**src/core/agcr_pkg.sv**
```systemverilog
package agcr_pkg;

   // bus geometry
   localparam int unsigned ADDR_W      = 8;
   localparam logic [1:0]  RESP_OKAY   = 2'b00;
   localparam logic [1:0]  RESP_SLVERR = 2'b10;

   // register byte offsets
   localparam logic [7:0] OFS_CTRL   = 8'h00;
   localparam logic [7:0] OFS_INSTR  = 8'h04;
   localparam logic [7:0] OFS_WORK   = 8'h08;
   localparam logic [7:0] OFS_FILE   = 8'h0c;
   localparam logic [7:0] OFS_STATUS = 8'h10;
   localparam logic [7:0] OFS_PC     = 8'h14;
   localparam logic [7:0] OFS_PCHI   = 8'h18;
   localparam logic [7:0] OFS_CYCLES = 8'h1c;

   // control and status fields
   localparam int unsigned CTRL_TBL_INT = 0;
   localparam int unsigned CTRL_COND    = 1;
   localparam int unsigned CTRL_IRQ     = 2;
   localparam int unsigned ST_BUSY      = 8;
   localparam int unsigned ST_PROG      = 9;
   localparam int unsigned ST_DISCARD   = 10;

   // reset values
   localparam logic [7:0]  RST_BYTE = 8'h00;
   localparam logic [15:0] RST_PC   = 16'h0000;

   // opcode patterns, matched on the upper bits of the word; return and retfie on the whole word
   localparam logic [6:0]  OP_ADD_WF  = 7'h07;
   localparam logic [6:0]  OP_ADD_WFC = 7'h08;
   localparam logic [6:0]  OP_SETF   = 7'h15;
   localparam logic [6:0]  OP_NEGW   = 7'h16;
   localparam logic [6:0]  OP_INCFSZ = 7'h0f;
   localparam logic [6:0]  OP_INFSNZ = 7'h12;
   localparam logic [6:0]  OP_DCFSNZ = 7'h13;
   localparam logic [7:0]  OP_ADD_LIT   = 8'hb1;
   localparam logic [7:0]  OP_LONG_CALL = 8'hb7;
   localparam logic [7:0]  OP_RETLW  = 8'hb6;
   localparam logic [7:0]  OP_TSTFSZ = 8'h33;
   localparam logic [5:0]  OP_TBLRD  = 6'h2a;
   localparam logic [5:0]  OP_TBLWT  = 6'h2b;
   localparam logic [3:0]  OP_BTFS   = 4'h9;
   localparam logic [2:0]  OP_GOTO   = 3'h6;
   localparam logic [2:0]  OP_CALL   = 3'h7;
   localparam logic [15:0] OP_RETURN = 16'h0002;
   localparam logic [15:0] OP_RETFIE = 16'h0005;
   localparam logic [7:0]  PC_LOW_ADDR = 8'h02;

   // instruction cycle counts, four quarter phases each
   localparam logic [7:0] CYC_ONE   = 8'h01;
   localparam logic [7:0] CYC_TWO   = 8'h02;
   localparam logic [7:0] CYC_THREE = 8'h03;
   localparam logic [7:0] CYC_MAX   = 8'hff;
   localparam logic [1:0] QPH_FIRST = 2'h0;
   localparam logic [1:0] QPH_LAST  = 2'h3;

   typedef struct packed {
      logic ov;
      logic z;
      logic dc;
      logic c;
   } agcr_flags_t;

   typedef struct packed {
      logic [7:0]  sum;
      agcr_flags_t flags;
   } agcr_alu_res_t;

   typedef enum logic [1:0] {
      AGCR_IDLE = 2'b00,
      AGCR_RUN  = 2'b01,
      AGCR_PROG = 2'b11
   } agcr_state_t;

endpackage

```
**src/core/agcr_alu.sv**
```systemverilog
`timescale 1ns/1ps
module agcr_alu (
   input  wire logic               [7:0] a,
   input  wire logic               [7:0] b,
   input  wire logic                     cin,
   output agcr_pkg::agcr_alu_res_t       res
);
   logic [4:0] lo;
   logic [4:0] hi;

   always_comb begin
      lo             = {1'b0, a[3:0]} + {1'b0, b[3:0]} + {4'h0, cin};
      hi             = {1'b0, a[7:4]} + {1'b0, b[7:4]} + {4'h0, lo[4]};
      res.sum        = {hi[3:0], lo[3:0]};
      res.flags.c    = hi[4];
      res.flags.dc   = lo[4];
      res.flags.z    = ({hi[3:0], lo[3:0]} == 8'h00);
      // signed overflow: like signs in, other sign out
      res.flags.ov   = (a[7] == b[7]) && (hi[3] != a[7]);
   end
endmodule // agcr_alu

```
**src/core/agcr_core.sv**
```systemverilog
// The AXI4-Lite interface to the registers and the register offsets were decided locally.
`timescale 1ns/1ps
// How it works
// - add w to file: sum, four flags, dest
// - store bit one: file only; zero: both
// - long call: pc high from latch, low literal
// - internal table write runs until interrupt event
// - external table write takes two cycles
// - skip: two cycles if true, else one
// - branch, table read two; to pc low three
// - taken skip discards prefetched word, runs nop
module agcr_core (
   input  wire logic        aclk,
   input  wire logic        aresetn,
   input  wire logic [7:0]  awaddr,
   input  wire logic        awvalid,
   output logic             awready,
   input  wire logic [31:0] wdata,
   input  wire logic [3:0]  wstrb,
   input  wire logic        wvalid,
   output logic             wready,
   output logic [1:0]       bresp,
   output logic             bvalid,
   input  wire logic        bready,
   input  wire logic [7:0]  araddr,
   input  wire logic        arvalid,
   output logic             arready,
   output logic [31:0]      rdata,
   output logic [1:0]       rresp,
   output logic             rvalid,
   input  wire logic        rready
);
   logic                    aw_have;
   logic                    w_have;
   logic [7:0]              awaddr_q;
   logic [31:0]             wdata_q;
   logic [3:0]              wstrb_q;
   logic                    wr_fire;
   logic                    wr_ok;
   logic                    rd_ok;
   logic [31:0]             rd_val;
   logic [2:0]              ctrl;
   logic [7:0]              working_register;
   logic [7:0]              file_reg;
   logic [15:0]             pc;
   logic [7:0]              pc_high_latch;
   logic [15:0]             last_op;
   agcr_pkg::agcr_flags_t   flags;
   agcr_pkg::agcr_state_t   state;
   logic [1:0]              qph;
   logic [7:0]              cyc_cnt;
   logic [7:0]              cyc_target;
   logic                    discard_pending;
   logic                    issue;
   logic                    exec;
   logic                    irq_event;
   logic [15:0]             op;
   logic                    is_add_wf;
   logic                    is_add_wfc;
   logic                    is_add_lit;
   logic                    is_setf;
   logic                    is_negw;
   logic                    is_skip;
   logic                    is_long_call;
   logic                    is_branch;
   logic                    is_tblrd;
   logic                    is_tblwt;
   logic                    dbit;
   logic [7:0]              next_cycles;
   logic [7:0]              alu_a;
   logic [7:0]              alu_b;
   logic                    alu_cin;
   agcr_pkg::agcr_alu_res_t alu_res;

   assign wr_fire   = aw_have && w_have && !bvalid;
   assign issue     = wr_fire && (awaddr_q == agcr_pkg::OFS_INSTR) && (wstrb_q[1:0] == 2'h3)
                      && (state == agcr_pkg::AGCR_IDLE);
   assign exec      = issue && !discard_pending;
   assign irq_event = wr_fire && (awaddr_q == agcr_pkg::OFS_CTRL) && wstrb_q[0]
                      && wdata_q[agcr_pkg::CTRL_IRQ];
   assign op        = wdata_q[15:0];
   assign dbit      = op[8];

   always_comb begin
      case (awaddr_q)
         agcr_pkg::OFS_CTRL, agcr_pkg::OFS_INSTR, agcr_pkg::OFS_WORK, agcr_pkg::OFS_FILE,
         agcr_pkg::OFS_STATUS, agcr_pkg::OFS_PC, agcr_pkg::OFS_PCHI: wr_ok = 1'b1;
         default: wr_ok = 1'b0;
      endcase
   end

   // decode
   always_comb begin
      is_add_wf  = op[15:9] == agcr_pkg::OP_ADD_WF;
      is_add_wfc = op[15:9] == agcr_pkg::OP_ADD_WFC;
      is_add_lit = op[15:8] == agcr_pkg::OP_ADD_LIT;
      is_setf   = op[15:9] == agcr_pkg::OP_SETF;
      is_negw   = op[15:9] == agcr_pkg::OP_NEGW;
      is_skip   = (op[15:12] == agcr_pkg::OP_BTFS) || (op[15:8] == agcr_pkg::OP_TSTFSZ)
                  || (op[15:9] == agcr_pkg::OP_INCFSZ) || (op[15:9] == agcr_pkg::OP_INFSNZ)
                  || (op[15:9] == agcr_pkg::OP_DCFSNZ);
      is_long_call = op[15:8] == agcr_pkg::OP_LONG_CALL;
      is_branch = (op[15:13] == agcr_pkg::OP_GOTO) || (op[15:13] == agcr_pkg::OP_CALL)
                  || is_long_call || (op[15:8] == agcr_pkg::OP_RETLW)
                  || (op == agcr_pkg::OP_RETURN) || (op == agcr_pkg::OP_RETFIE);
      is_tblrd  = op[15:10] == agcr_pkg::OP_TBLRD;
      is_tblwt  = op[15:10] == agcr_pkg::OP_TBLWT;
      if (is_tblrd && (op[7:0] == agcr_pkg::PC_LOW_ADDR)) begin
         next_cycles = agcr_pkg::CYC_THREE;
      end else if (is_branch || is_tblrd || is_tblwt || (is_skip && ctrl[agcr_pkg::CTRL_COND])) begin
         next_cycles = agcr_pkg::CYC_TWO;
      end else begin
         next_cycles = agcr_pkg::CYC_ONE;
      end
      // negate runs as ~w + 0 + 1
      alu_a   = is_negw ? ~working_register : working_register;
      alu_b   = is_add_lit ? op[7:0] : (is_negw ? 8'h00 : file_reg);
      alu_cin = is_add_wfc ? flags.c : is_negw;
   end

   agcr_alu u_alu (
      .a   (alu_a),
      .b   (alu_b),
      .cin (alu_cin),
      .res (alu_res)
   );

   // write address and data, taken in either order
   always_ff @(posedge aclk) begin
      if (!aresetn) begin
         aw_have  <= 1'b0;
         awready  <= 1'b0;
         awaddr_q <= agcr_pkg::RST_BYTE;
      end else if (awvalid && awready) begin
         aw_have  <= 1'b1;
         awready  <= 1'b0;
         awaddr_q <= awaddr;
      end else if (wr_fire) begin
         aw_have  <= 1'b0;
      end else if (!aw_have && !bvalid) begin
         awready  <= 1'b1;
      end
   end

   always_ff @(posedge aclk) begin
      if (!aresetn) begin
         w_have  <= 1'b0;
         wready  <= 1'b0;
         wdata_q <= 32'h0000_0000;
         wstrb_q <= 4'h0;
      end else if (wvalid && wready) begin
         w_have  <= 1'b1;
         wready  <= 1'b0;
         wdata_q <= wdata;
         wstrb_q <= wstrb;
      end else if (wr_fire) begin
         w_have  <= 1'b0;
      end else if (!w_have && !bvalid) begin
         wready  <= 1'b1;
      end
   end

   always_ff @(posedge aclk) begin
      if (!aresetn) begin
         bvalid <= 1'b0;
         bresp  <= agcr_pkg::RESP_OKAY;
      end else if (wr_fire) begin
         bvalid <= 1'b1;
         bresp  <= wr_ok ? agcr_pkg::RESP_OKAY : agcr_pkg::RESP_SLVERR;
      end else if (bvalid && bready) begin
         bvalid <= 1'b0;
      end
   end

   // read channel
   always_comb begin
      rd_val = 32'h0000_0000;
      rd_ok  = 1'b1;
      case (araddr)
         agcr_pkg::OFS_CTRL:   rd_val[2:0]  = ctrl;
         agcr_pkg::OFS_INSTR:  rd_val[15:0] = last_op;
         agcr_pkg::OFS_WORK:   rd_val[7:0]  = working_register;
         agcr_pkg::OFS_FILE:   rd_val[7:0]  = file_reg;
         agcr_pkg::OFS_STATUS: begin
            rd_val[3:0]                   = flags;
            rd_val[agcr_pkg::ST_BUSY]     = state != agcr_pkg::AGCR_IDLE;
            rd_val[agcr_pkg::ST_PROG]     = state == agcr_pkg::AGCR_PROG;
            rd_val[agcr_pkg::ST_DISCARD]  = discard_pending;
         end
         agcr_pkg::OFS_PC:     rd_val[15:0] = pc;
         agcr_pkg::OFS_PCHI:   rd_val[7:0]  = pc_high_latch;
         agcr_pkg::OFS_CYCLES: rd_val[7:0]  = cyc_cnt;
         default:              rd_ok        = 1'b0;
      endcase
   end

   always_ff @(posedge aclk) begin
      if (!aresetn) begin
         arready <= 1'b0;
         rvalid  <= 1'b0;
         rdata   <= 32'h0000_0000;
         rresp   <= agcr_pkg::RESP_OKAY;
      end else if (arvalid && arready) begin
         arready <= 1'b0;
         rvalid  <= 1'b1;
         rdata   <= rd_val;
         rresp   <= rd_ok ? agcr_pkg::RESP_OKAY : agcr_pkg::RESP_SLVERR;
      end else if (rvalid && rready) begin
         rvalid  <= 1'b0;
      end else if (!rvalid) begin
         arready <= 1'b1;
      end
   end

   // control; irq bit is a pulse and never stored
   always_ff @(posedge aclk) begin
      if (!aresetn) begin
         ctrl <= 3'h0;
      end else if (wr_fire && (awaddr_q == agcr_pkg::OFS_CTRL) && wstrb_q[0]) begin
         ctrl <= {1'b0, wdata_q[1:0]};
      end
   end

   always_ff @(posedge aclk) begin
      if (!aresetn) begin
         last_op <= 16'h0000;
      end else if (issue) begin
         last_op <= op;
      end
   end

   // working register: add literal always writes it; other instructions only when the d bit is zero
   always_ff @(posedge aclk) begin
      if (!aresetn) begin
         working_register <= agcr_pkg::RST_BYTE;
      end else if (exec && (is_add_lit || ((is_add_wf || is_add_wfc || is_negw) && !dbit))) begin
         working_register <= alu_res.sum;
      end else if (exec && is_setf && !dbit) begin
         working_register <= 8'hff;
      end else if (wr_fire && (awaddr_q == agcr_pkg::OFS_WORK) && wstrb_q[0]) begin
         working_register <= wdata_q[7:0];
      end
   end

   // addressed file register image
   always_ff @(posedge aclk) begin
      if (!aresetn) begin
         file_reg <= agcr_pkg::RST_BYTE;
      end else if (exec && (((is_add_wf || is_add_wfc) && dbit) || is_negw)) begin
         file_reg <= alu_res.sum;
      end else if (exec && is_setf) begin
         file_reg <= 8'hff;
      end else if (wr_fire && (awaddr_q == agcr_pkg::OFS_FILE) && wstrb_q[0]) begin
         file_reg <= wdata_q[7:0];
      end
   end

   always_ff @(posedge aclk) begin
      if (!aresetn) begin
         flags <= '0;
      end else if (exec && (is_add_wf || is_add_wfc || is_add_lit || is_negw)) begin
         flags <= alu_res.flags;
      end else if (wr_fire && (awaddr_q == agcr_pkg::OFS_STATUS) && wstrb_q[0]) begin
         flags <= wdata_q[3:0];
      end
   end

   always_ff @(posedge aclk) begin
      if (!aresetn) begin
         pc <= agcr_pkg::RST_PC;
      end else if (exec && is_long_call) begin
         pc <= {pc_high_latch, op[7:0]};
      end else if (issue) begin
         pc <= pc + 16'h0001;
      end else if (wr_fire && (awaddr_q == agcr_pkg::OFS_PC)) begin
         pc <= (pc & ~{{8{wstrb_q[1]}}, {8{wstrb_q[0]}}})
               | (wdata_q[15:0] & {{8{wstrb_q[1]}}, {8{wstrb_q[0]}}});
      end
   end

   always_ff @(posedge aclk) begin
      if (!aresetn) begin
         pc_high_latch <= agcr_pkg::RST_BYTE;
      end else if (wr_fire && (awaddr_q == agcr_pkg::OFS_PCHI) && wstrb_q[0]) begin
         pc_high_latch <= wdata_q[7:0];
      end
   end

   // prefetched word after a taken skip is dropped; its slot is the skip's nop cycle
   always_ff @(posedge aclk) begin
      if (!aresetn) begin
         discard_pending <= 1'b0;
      end else if (exec && is_skip && ctrl[agcr_pkg::CTRL_COND]) begin
         discard_pending <= 1'b1;
      end else if (issue) begin
         discard_pending <= 1'b0;
      end
   end

   // cycle sequencer, four clocks per instruction cycle
   always_ff @(posedge aclk) begin
      if (!aresetn) begin
         state      <= agcr_pkg::AGCR_IDLE;
         qph        <= agcr_pkg::QPH_FIRST;
         cyc_cnt    <= agcr_pkg::RST_BYTE;
         cyc_target <= agcr_pkg::RST_BYTE;
      end else begin
         unique case (state)
            agcr_pkg::AGCR_IDLE: begin
               if (exec) begin
                  qph        <= agcr_pkg::QPH_FIRST;
                  cyc_cnt    <= agcr_pkg::CYC_ONE;
                  cyc_target <= next_cycles;
                  if (is_tblwt && ctrl[agcr_pkg::CTRL_TBL_INT]) begin
                     state <= agcr_pkg::AGCR_PROG;
                  end else begin
                     state <= agcr_pkg::AGCR_RUN;
                  end
               end
            end
            agcr_pkg::AGCR_RUN: begin
               qph <= qph + 2'h1;
               if (qph == agcr_pkg::QPH_LAST) begin
                  if (cyc_cnt == cyc_target) begin
                     state <= agcr_pkg::AGCR_IDLE;
                  end else begin
                     cyc_cnt <= cyc_cnt + 8'h01;
                  end
               end
            end
            agcr_pkg::AGCR_PROG: begin
               // programming has no length of its own; only an interrupt ends it
               if (irq_event) begin
                  state <= agcr_pkg::AGCR_IDLE;
               end else begin
                  qph <= qph + 2'h1;
                  if ((qph == agcr_pkg::QPH_LAST) && (cyc_cnt != agcr_pkg::CYC_MAX)) begin
                     cyc_cnt <= cyc_cnt + 8'h01;
                  end
               end
            end
            default: state <= agcr_pkg::AGCR_IDLE;
         endcase
      end
   end
endmodule // agcr_core

```
**config.mk**
```make
export PLATFORM = sky130hd
export DESIGN_NAME = agcr_core
export DESIGN_NICKNAME = d
export VERILOG_FILES = /design/src/core/agcr_pkg.sv /design/src/core/agcr_alu.sv /design/src/core/agcr_core.sv
export SDC_FILE = /design/constraint.sdc
export NUM_CORES = 1
export LEC_CHECK = 0
export BUFFER_PORTS_ARGS = -buffer_cell sky130_fd_sc_hd__buf_2
export CELL_PAD_IN_SITES_DETAIL_PLACEMENT = 1
export CELL_PAD_IN_SITES_GLOBAL_PLACEMENT = 1
export CORE_ASPECT_RATIO = 1.5
export CORE_MARGIN = 3
export CORE_UTILIZATION = 43
export CTS_BUF_LIST = sky130_fd_sc_hd__clkbuf_2 sky130_fd_sc_hd__clkbuf_4 sky130_fd_sc_hd__clkbuf_8
export DETAILED_ROUTE_END_ITERATION = 8
export GPL_TIMING_DRIVEN = 0
export MAX_ROUTING_LAYER = met4
export PLACE_DENSITY = 0.8
export SYNTH_ARGS = -nofsm -noshare
export SYNTH_HDL_FRONTEND = slang
export SYNTH_HIERARCHICAL = 1
export SYNTH_SLANG_ARGS = --single-unit
```
**constraint.sdc**
```tcl
create_clock -name aclk -period 12.5 [get_ports aclk]
set_input_delay 1.25 -clock aclk [delete_from_list [all_inputs] [get_ports aclk]]
set_output_delay 1.25 -clock aclk [all_outputs]
set_load 0.005 [all_outputs]
```
* After elaboration in Yosys (flattened, before gate mapping)
Index checks and enable logic that the tools add are counted.
** Cells by class
- Add/subtract/negate cells :: 7
- Equal/unequal tests :: 47
- Reductions and logical operators :: 90
- Mux-type cells :: 50
- Bitwise operators :: 9
** Operators with widths (count)
- $mux W8 :: 14
- $eq A8 B5 Y1 const B :: 7
- $mux W16 :: 3
- $logic_and A1 B1 Y1 :: 40
- $and A16 B16 Y16 :: 2
- $eq A8 B4 Y1 const B :: 4
- $eq A7 B5 Y1 const B :: 4
- $eq A8 B8 Y1 const B :: 3
- $logic_not A8 Y1 :: 3
- $pmux W3 S8 :: 1
- $pmux W4 S6 :: 1
- $pmux W8 S3 :: 1
- $mux W2 :: 11
- $logic_or A1 B1 Y1 :: 18
- $add A16 B1 Y16 const B :: 1
- $eq A16 B2 Y1 const B :: 1
- $eq A16 B3 Y1 const B :: 1
- $eq A8 B3 Y1 const B :: 2
- $not A16 Y16 :: 1
- $or A16 B16 Y16 :: 1
- $eq A7 B4 Y1 const B :: 2
- $reduce_bool A2 Y1 :: 7
- $eq A6 B6 Y1 const B :: 2
- $mux W1 :: 12
- other kinds (34) :: 61
** Word-level totals
- Input bits :: 59
- Register bits after elaboration :: 136

* Logic depth before layout (Yosys ltp)
Gate-level depths: netlist of the first run.
- Depth in word-level cells :: 11
- Gate-level depth with buffers :: 19
- Mapped depth without buffers :: 17

* Hierarchy
Netlist of the first run, hierarchy kept.
** Modules (own cells, without submodules)
- agcr_core :: cells each 884, area each 6902.9 um^2, seq. area each 2562.5 um^2, times used 1
- agcr_alu :: cells each 48, area each 371.6 um^2, seq. area each 0.0 um^2, times used 1

* Least setup slack after synthesis of the first run
Ideal clock, no wire load.
- Kind :: register to register
- Start point :: register wdata_q[9]
- End point :: register flags[2] in the netlist's numbering
- Clock period less this slack :: 4234 ps
- Data required time :: 12414 ps
- Arrival :: 4149 ps
- Buffers on the path :: 1
- Cell stages (with the launch flop) :: 18
- Slack :: 8266 ps
- Cell sequence :: dfxtp_1 > or4b_2 > nor2_1 > buf_4 > a22o_1 > inv_1 > fa_1 > fa_1 > nor2b_1 > o21ai_0 > nor2b_1 > fa_1 > fa_1 > xnor2_1 > nor3_1 > o221a_1 > nor2_1 > a211oi_1
** RTL lines
- start: declaration :: RTL line agcr_core.sv:36 : logic [31:0] wdata_q;
- start signal: assignment :: RTL line agcr_core.sv:154 : wdata_q <= wdata;
- end signal: assignment :: RTL line agcr_core.sv:262 : flags <= alu_res.flags;
- end signal: assignment :: RTL line agcr_core.sv:264 : flags <= wdata_q[3:0];
- end: declaration :: RTL line agcr_core.sv:48 : agcr_pkg::agcr_flags_t flags;

==> flow_metrics.env, run 1 <==
export IMPL_status="finished, final reports clean"
export IMPL_grt_setup_unrepaired="no"
export IMPL_netlist_area_leader_share_pct=35.2
export IMPL_routabilityCongestion=0.951
export IMPL_synthMuxAreaShare_pct=3.49
export IMPL_drive_above_1_share_pct=13.7
export IMPL_drc=0
export IMPL_finalNonFillerCells=1245
export IMPL_track_usage_pct=30.1
export IMPL_critPathCaptureType="flip-flop"
export IMPL_hold_ws_ns=0.454
export IMPL_ys_warn_count=6
export IMPL_drt_wl_total_um=27100
export IMPL_tns_ns=0
export IMPL_cp_slowest_cell="nor2_1"
export IMPL_synthSimpleGateAreaFrac_pct=27.2
export IMPL_dp_hpwl_um=20700
export IMPL_htree_levels=4
export IMPL_leakage_nw=3.12
export IMPL_crit_buf_inv=3
export IMPL_synth_compound_area_share_pct=22.3
export IMPL_grt_start_max_net_pins=17
export IMPL_grt_first_pass_wirelength_um=42000
export IMPL_first_global_vias=7494
export IMPL_via_per_inst=6.06
export IMPL_synthArstFlopShare_pct=0
export IMPL_place_area_mm2=0.00789
export IMPL_synth_area_per_cell_um2=7.81
export IMPL_drtIter0Drc=510
export IMPL_synth_cell_types=83
export IMPL_dieArea_mm2=0.0185
export IMPL_rows=57
export IMPL_clock_fmax_ghz=0.194
export IMPL_setup_ws_ns=7.33
export IMPL_setup_viol=0
export IMPL_timing_worst_setup_path_type="reg -> reg"
export IMPL_crit_family="adder cells"
export IMPL_min_path_type="reg -> reg"
export IMPL_slowest_delay_ns=0.52
export IMPL_cts_hold_buf=0
export IMPL_worst_pin_slew_ns=1.03
export IMPL_start_kind="flip-flop"
export IMPL_clk_pin_slew_ns=0.08
export IMPL_first_pass_iters=6
export IMPL_ant_nets=0
export IMPL_cts_inserted_buffers=17
export IMPL_wl_per_cell_um=21.8
export IMPL_vias=7539
export IMPL_min_period_over_period_pct=41.3
export IMPL_syn_inst=932
export IMPL_crit_arrival_ns=5.53
export IMPL_dpl_cell_count=1214
export IMPL_insertedDiodeCount=0
export IMPL_die_w_um=112
export IMPL_core_mm2=0.0164
export IMPL_post_cts_resized=0
export IMPL_yosys_top_cells_area="dfxtp_1 35%, nand2_1 8.6%, a21oi_1 5.8%"
export IMPL_synth_edf_count=0
export IMPL_io_buffers=59
export IMPL_root_buffer="clkbuf_8"
export IMPL_ys_seq_area_share_pct=35.2
export IMPL_slew_limit_headroom_pct=30.9
export IMPL_tritoncts="done"
export IMPL_syn_area_mm2=0.00727
export IMPL_nFillCells=2102
export IMPL_peakVddDrop_mv=0.0568
export IMPL_synth_xor_area_share_pct=2.41
export IMPL_clk_latency_ns=0.46
export IMPL_path_common_cell="fa_1"
export IMPL_yosys_area_top_type="dfxtp_1"
export IMPL_nNetsFinal=1100
export IMPL_drv_cap=0
export IMPL_io_pins=100
export IMPL_start_util_pct=44.3
export IMPL_crit_required_ns=12.87
export IMPL_hold_violations=0
export IMPL_crit_chain="clkbuf_1, nand4b_1, nor2_1, buf_4, nor2_1, a22o_1, inv_1, fa_1, fa_1, nor2b_1, o21ai_0, nor2b_1, fa_1, fa_1, xnor2_1, nor3_1, o221a_1, nor2_1, a211oi_1"
export IMPL_ys_flop_type="dfxtp_1"
export IMPL_dp_worst_setup_slack_ns=7.46
export IMPL_final_area_mm2=0.00828
export IMPL_drv_slew=0
export IMPL_synth_top_family_by_area="simple AND/OR/NAND/NOR gates"
export IMPL_path_max_fanout=10
export IMPL_final_util_pct=50.5
export IMPL_area_delta_synth_final_pct=13.9
export IMPL_grt_ovfl_total=0
export IMPL_p_per_area_mw_per_mm2=105
export IMPL_cts_buffer_depth=2
export IMPL_clock_sinks=128
export IMPL_skew_ns=0.0125
export IMPL_power_mw=0.866
export IMPL_period_minus_slack_ns=5.17
export IMPL_synth_seq_cells=128
export IMPL_dieHeight_um=165
export IMPL_synthAdderAreaFrac_pct=2.65
export IMPL_antenna_found_initial=0
export IMPL_post_cts_buffers=0
## layer usage
layer | track usage (%) | up-vias | wire length, µm
li1 | - | 3525 | -
met1 | 33.9 | 3684 | 10900
met2 | 51.0 | 247 | 13400
met3 | 3.72 | 83 | 1150
met4 | 18.5 | 0 | 1650
met5 | - | - | 0
## worst reg2reg max path, cell delays in order (launching register included)
cell and delay [ns]:
dfxtp_1 0.31, clkbuf_1 0.39, nand4b_1 0.29, nor2_1 0.11, buf_4 0.19, nor2_1 0.52, a22o_1 0.22, inv_1 0.05
fa_1 0.42, fa_1 0.42, nor2b_1 0.13, o21ai_0 0.12, nor2b_1 0.18, fa_1 0.41, fa_1 0.43, xnor2_1 0.20
nor3_1 0.21, o221a_1 0.21, nor2_1 0.06, a211oi_1 0.22
## path summary, 6_finish.rpt
check / slack [ns] / start / endpoint / depth (start not counted)
min reg2reg: 0.45 / last_op[2] / last_op[2] / 2
max reg2reg: 7.33 / wdata_q[14] / flags[2] / 19
min: 0.45 / last_op[2] / last_op[2] / 2
max: 7.33 / wdata_q[14] / flags[2] / 19
## final cells by class
cell class | instances | area, µm² | area share (%)
Timing Repair Buffer | 60 | 300 | 3.62
Clock inverter | 6 | 82.6 | 0.997
Inverter | 27 | 101 | 1.22
Multi-Input combinational cell | 715 | 4290 | 51.8
Tap cell | 206 | 258 | 3.11
Buffer | 79 | 380 | 4.59
Sequential cell | 128 | 2560 | 30.9
Clock buffer | 24 | 305 | 3.69
## synthesized netlist by cell type (13+ instances only)
master	n
a21oi_1	85
a22o_1	17
and3_1	13
buf_4	20
clkbuf_1	45
dfxtp_1	128
inv_1	26
mux2i_1	22
nand2_1	166
nand3_1	32
nand4_1	13
nor2_1	64
nor3_1	24
o21ai_0	31
xnor2_1	17
## cell usage in the layout (no fill, tap or decap), types with 22 or more instances in the layout
cell	instances
nand2_1	166
dfxtp_1	128
a21oi_1	85
nor2_1	64
buf_2	64
clkbuf_1	45
nand3_1	32
o21ai_0	31
inv_1	26
nor3_1	24
mux2i_1	22
## where the power goes
part	total [mW]	switching (mW)	internal, mW
Combinational	0.0787	0.0522	0.0264
Sequential	0.423	0.00743	0.416
Clock	0.364	0.166	0.199
Total	0.866	0.225	0.641
## logic make-up (layout without fill, tap and decap cells)
logic type | after synthesis | in the layout
flip-flops | 128 | 128
XOR/XNOR | 20 | 20
adder cells (fa/ha/maj) | 13 | 13
AND/OR/NAND/NOR | 396 | 396
multiplexers | 25 | 25
other | 1 | 18
AO/OA/AOI/OAI | 243 | 243
buffers and inverters | 106 | 196
No activity file was read; power rests on OpenSTA's default activity.
==> run 2: changes to the inputs <==
- clock period: 12.5 -> 5.24 ns (I/O delays scaled with it)
==> flow_metrics.env, run 2 (same netlist as run 1, synthesis figures left out) <==
export IMPL_setup_viol=0
export IMPL_p_seq_share_pct=48.9
export IMPL_dieHeight_um=165
export IMPL_first_pass_iters=5
export IMPL_period_minus_slack_ns=4.83
export IMPL_core_mm2=0.0164
export IMPL_timing_worst_setup_path_type="reg -> reg"
export IMPL_final_util_pct=50.5
export IMPL_dp_hpwl_um=20700
export IMPL_dp_worst_setup_slack_ns=0.198
export IMPL_p_int_mw=1.53
export IMPL_worst_pin_slew_ns=0.979
export IMPL_grt_first_pass_wirelength_um=42000
export IMPL_comb_power_share_pct=9.0
export IMPL_root_buffer="clkbuf_8"
export IMPL_clock_sinks=128
export IMPL_status="finished, final reports clean"
export IMPL_first_global_vias=7494
export IMPL_drt_wl_total_um=27100
export IMPL_tns_ns=0
export IMPL_antenna_found_initial=0
export IMPL_via_per_inst=6.06
export IMPL_layout_common_cells="166 x nand2_1, 128 x dfxtp_1, 85 x a21oi_1"
export IMPL_slew_limit_headroom_pct=34.2
export IMPL_nNetsFinal=1099
export IMPL_path_max_fanout=10
export IMPL_clk_latency_ns=0.46
export IMPL_io_buffers=59
export IMPL_critPathCaptureType="flip-flop"
export IMPL_start_kind="flip-flop"
export IMPL_nFillCells=2099
export IMPL_p_per_area_mw_per_mm2=250
export IMPL_die_w_um=112
export IMPL_leakage_nw=3.12
export IMPL_drtIter0Drc=568
export IMPL_insertedDiodeCount=0
export IMPL_wl_per_cell_um=21.8
export IMPL_crit_arrival_ns=5.21
export IMPL_grt_start_max_net_pins=17
export IMPL_cts_buffer_depth=2
export IMPL_tritoncts="done"
export IMPL_skew_ns=0.0100
export IMPL_clock_fmax_ghz=0.207
export IMPL_switching_power_mw=0.541
export IMPL_place_area_mm2=0.00789
export IMPL_clk_pin_slew_ns=0.08
export IMPL_cts_inserted_buffers=17
export IMPL_io_pins=100
export IMPL_routabilityCongestion=0.951
export IMPL_drc=0
export IMPL_htree_levels=4
export IMPL_area_delta_synth_final_pct=13.9
export IMPL_track_usage_pct=30.1
export IMPL_min_period_over_period_pct=92.3
export IMPL_grt_setup_unrepaired="no"
export IMPL_crit_required_ns=5.61
export IMPL_hold_ws_ns=0.299
export IMPL_hold_violations=0
export IMPL_drv_cap=0
export IMPL_vias=7538
export IMPL_start_util_pct=44.3
export IMPL_cts_hold_buf=0
export IMPL_final_area_mm2=0.00828
export IMPL_min_path_type="in -> reg"
export IMPL_drv_slew=0
export IMPL_ant_nets=0
export IMPL_clkPwrFrac_pct=42.2
export IMPL_rows=57
export IMPL_grt_ovfl_total=0
export IMPL_setup_ws_ns=0.405
export IMPL_peakVddDrop_mv=0.135
export IMPL_drive_above_1_share_pct=13.8
export IMPL_dieArea_mm2=0.0185
export IMPL_mostFrequentLayoutCell="nand2_1"
export IMPL_swShare_pct=26.1
[run 2: cell count changes in the layout (fill, tap and decap cells not counted), sizes merged]
cell,change
clkbuf,-1
[run 2: path summary, 6_finish.rpt]
| path | start | endpoint | slack, ns | depth (start not counted) |
|---|---|---|---|---|
| worst max-delay path | wdata_q[14] | flags[2] | 0.41 | 18 |
| worst min-delay path | wdata[11] | wdata_q[11] | 0.30 | 3 |
| worst max register to register | wdata_q[14] | flags[2] | 0.41 | 18 |
| worst min register to register | last_op[2] | last_op[2] | 0.45 | 2 |
[run 2: area by class of cell]
class	count	area, µm²	share of cell area, %
plain buffers	78	377	4.55
clock buffers	24	305	3.69
clock inverters	6	82.6	0.997
inverters	27	101	1.22
multi-input cells	715	4300	51.9
flip-flops and latches	128	2560	30.9
well taps	206	258	3.11
repair buffers	60	300	3.63
[run 2: worst max-delay path, stage by stage (launching register included)]
cell      delay (ns)
dfxtp_1         0.57
nand4b_1        0.28
nor2_1          0.11
buf_4           0.19
nor2_2          0.35
a22o_1          0.19
inv_1           0.05
fa_1            0.42
fa_1            0.42
nor2b_1         0.14
o21ai_0         0.12
nor2b_1         0.18
fa_1            0.41
fa_1            0.43
xnor2_1         0.20
nor3_1          0.21
o221a_1         0.21
nor2_1          0.05
a211oi_1        0.22
[run 2: what timing repair did]
action | CTS | global route
hold endpoints to repair | 0 | 0
setup buffers | 0 | 0
endpoints found under the setup margin | 0 | 3
resized for setup | 0 | 1
[run 2: metal layers]
metal | GRT usage (%) | part of all wire [%] | wire length [µm]
met1 | 33.9 | 40 | 10800
met2 | 51.0 | 50 | 13400
met3 | 3.72 | 4.4 | 1200
met4 | 18.5 | 6.1 | 1660
met5 | - | 0 | 0
[run 2: through the flow]
stage                     std cells  total power [mW]
after CTS                      1244              2.08
final                          1244              2.07
after global placement         1214              1.21
after floorplan                 949              1.14
after detailed placement       1214              1.22
after global routing           1244              2.14
[run 2: power by group through the flow]
stage	Clock (mW)	Sequential, mW	Combinational [mW]
after floorplan	0	1.03	0.113
after CTS	0.880	1.01	0.186
after global placement	0	1.03	0.183
after global routing	0.924	1.01	0.204
after detailed placement	0	1.03	0.185
final	0.873	1.01	0.186
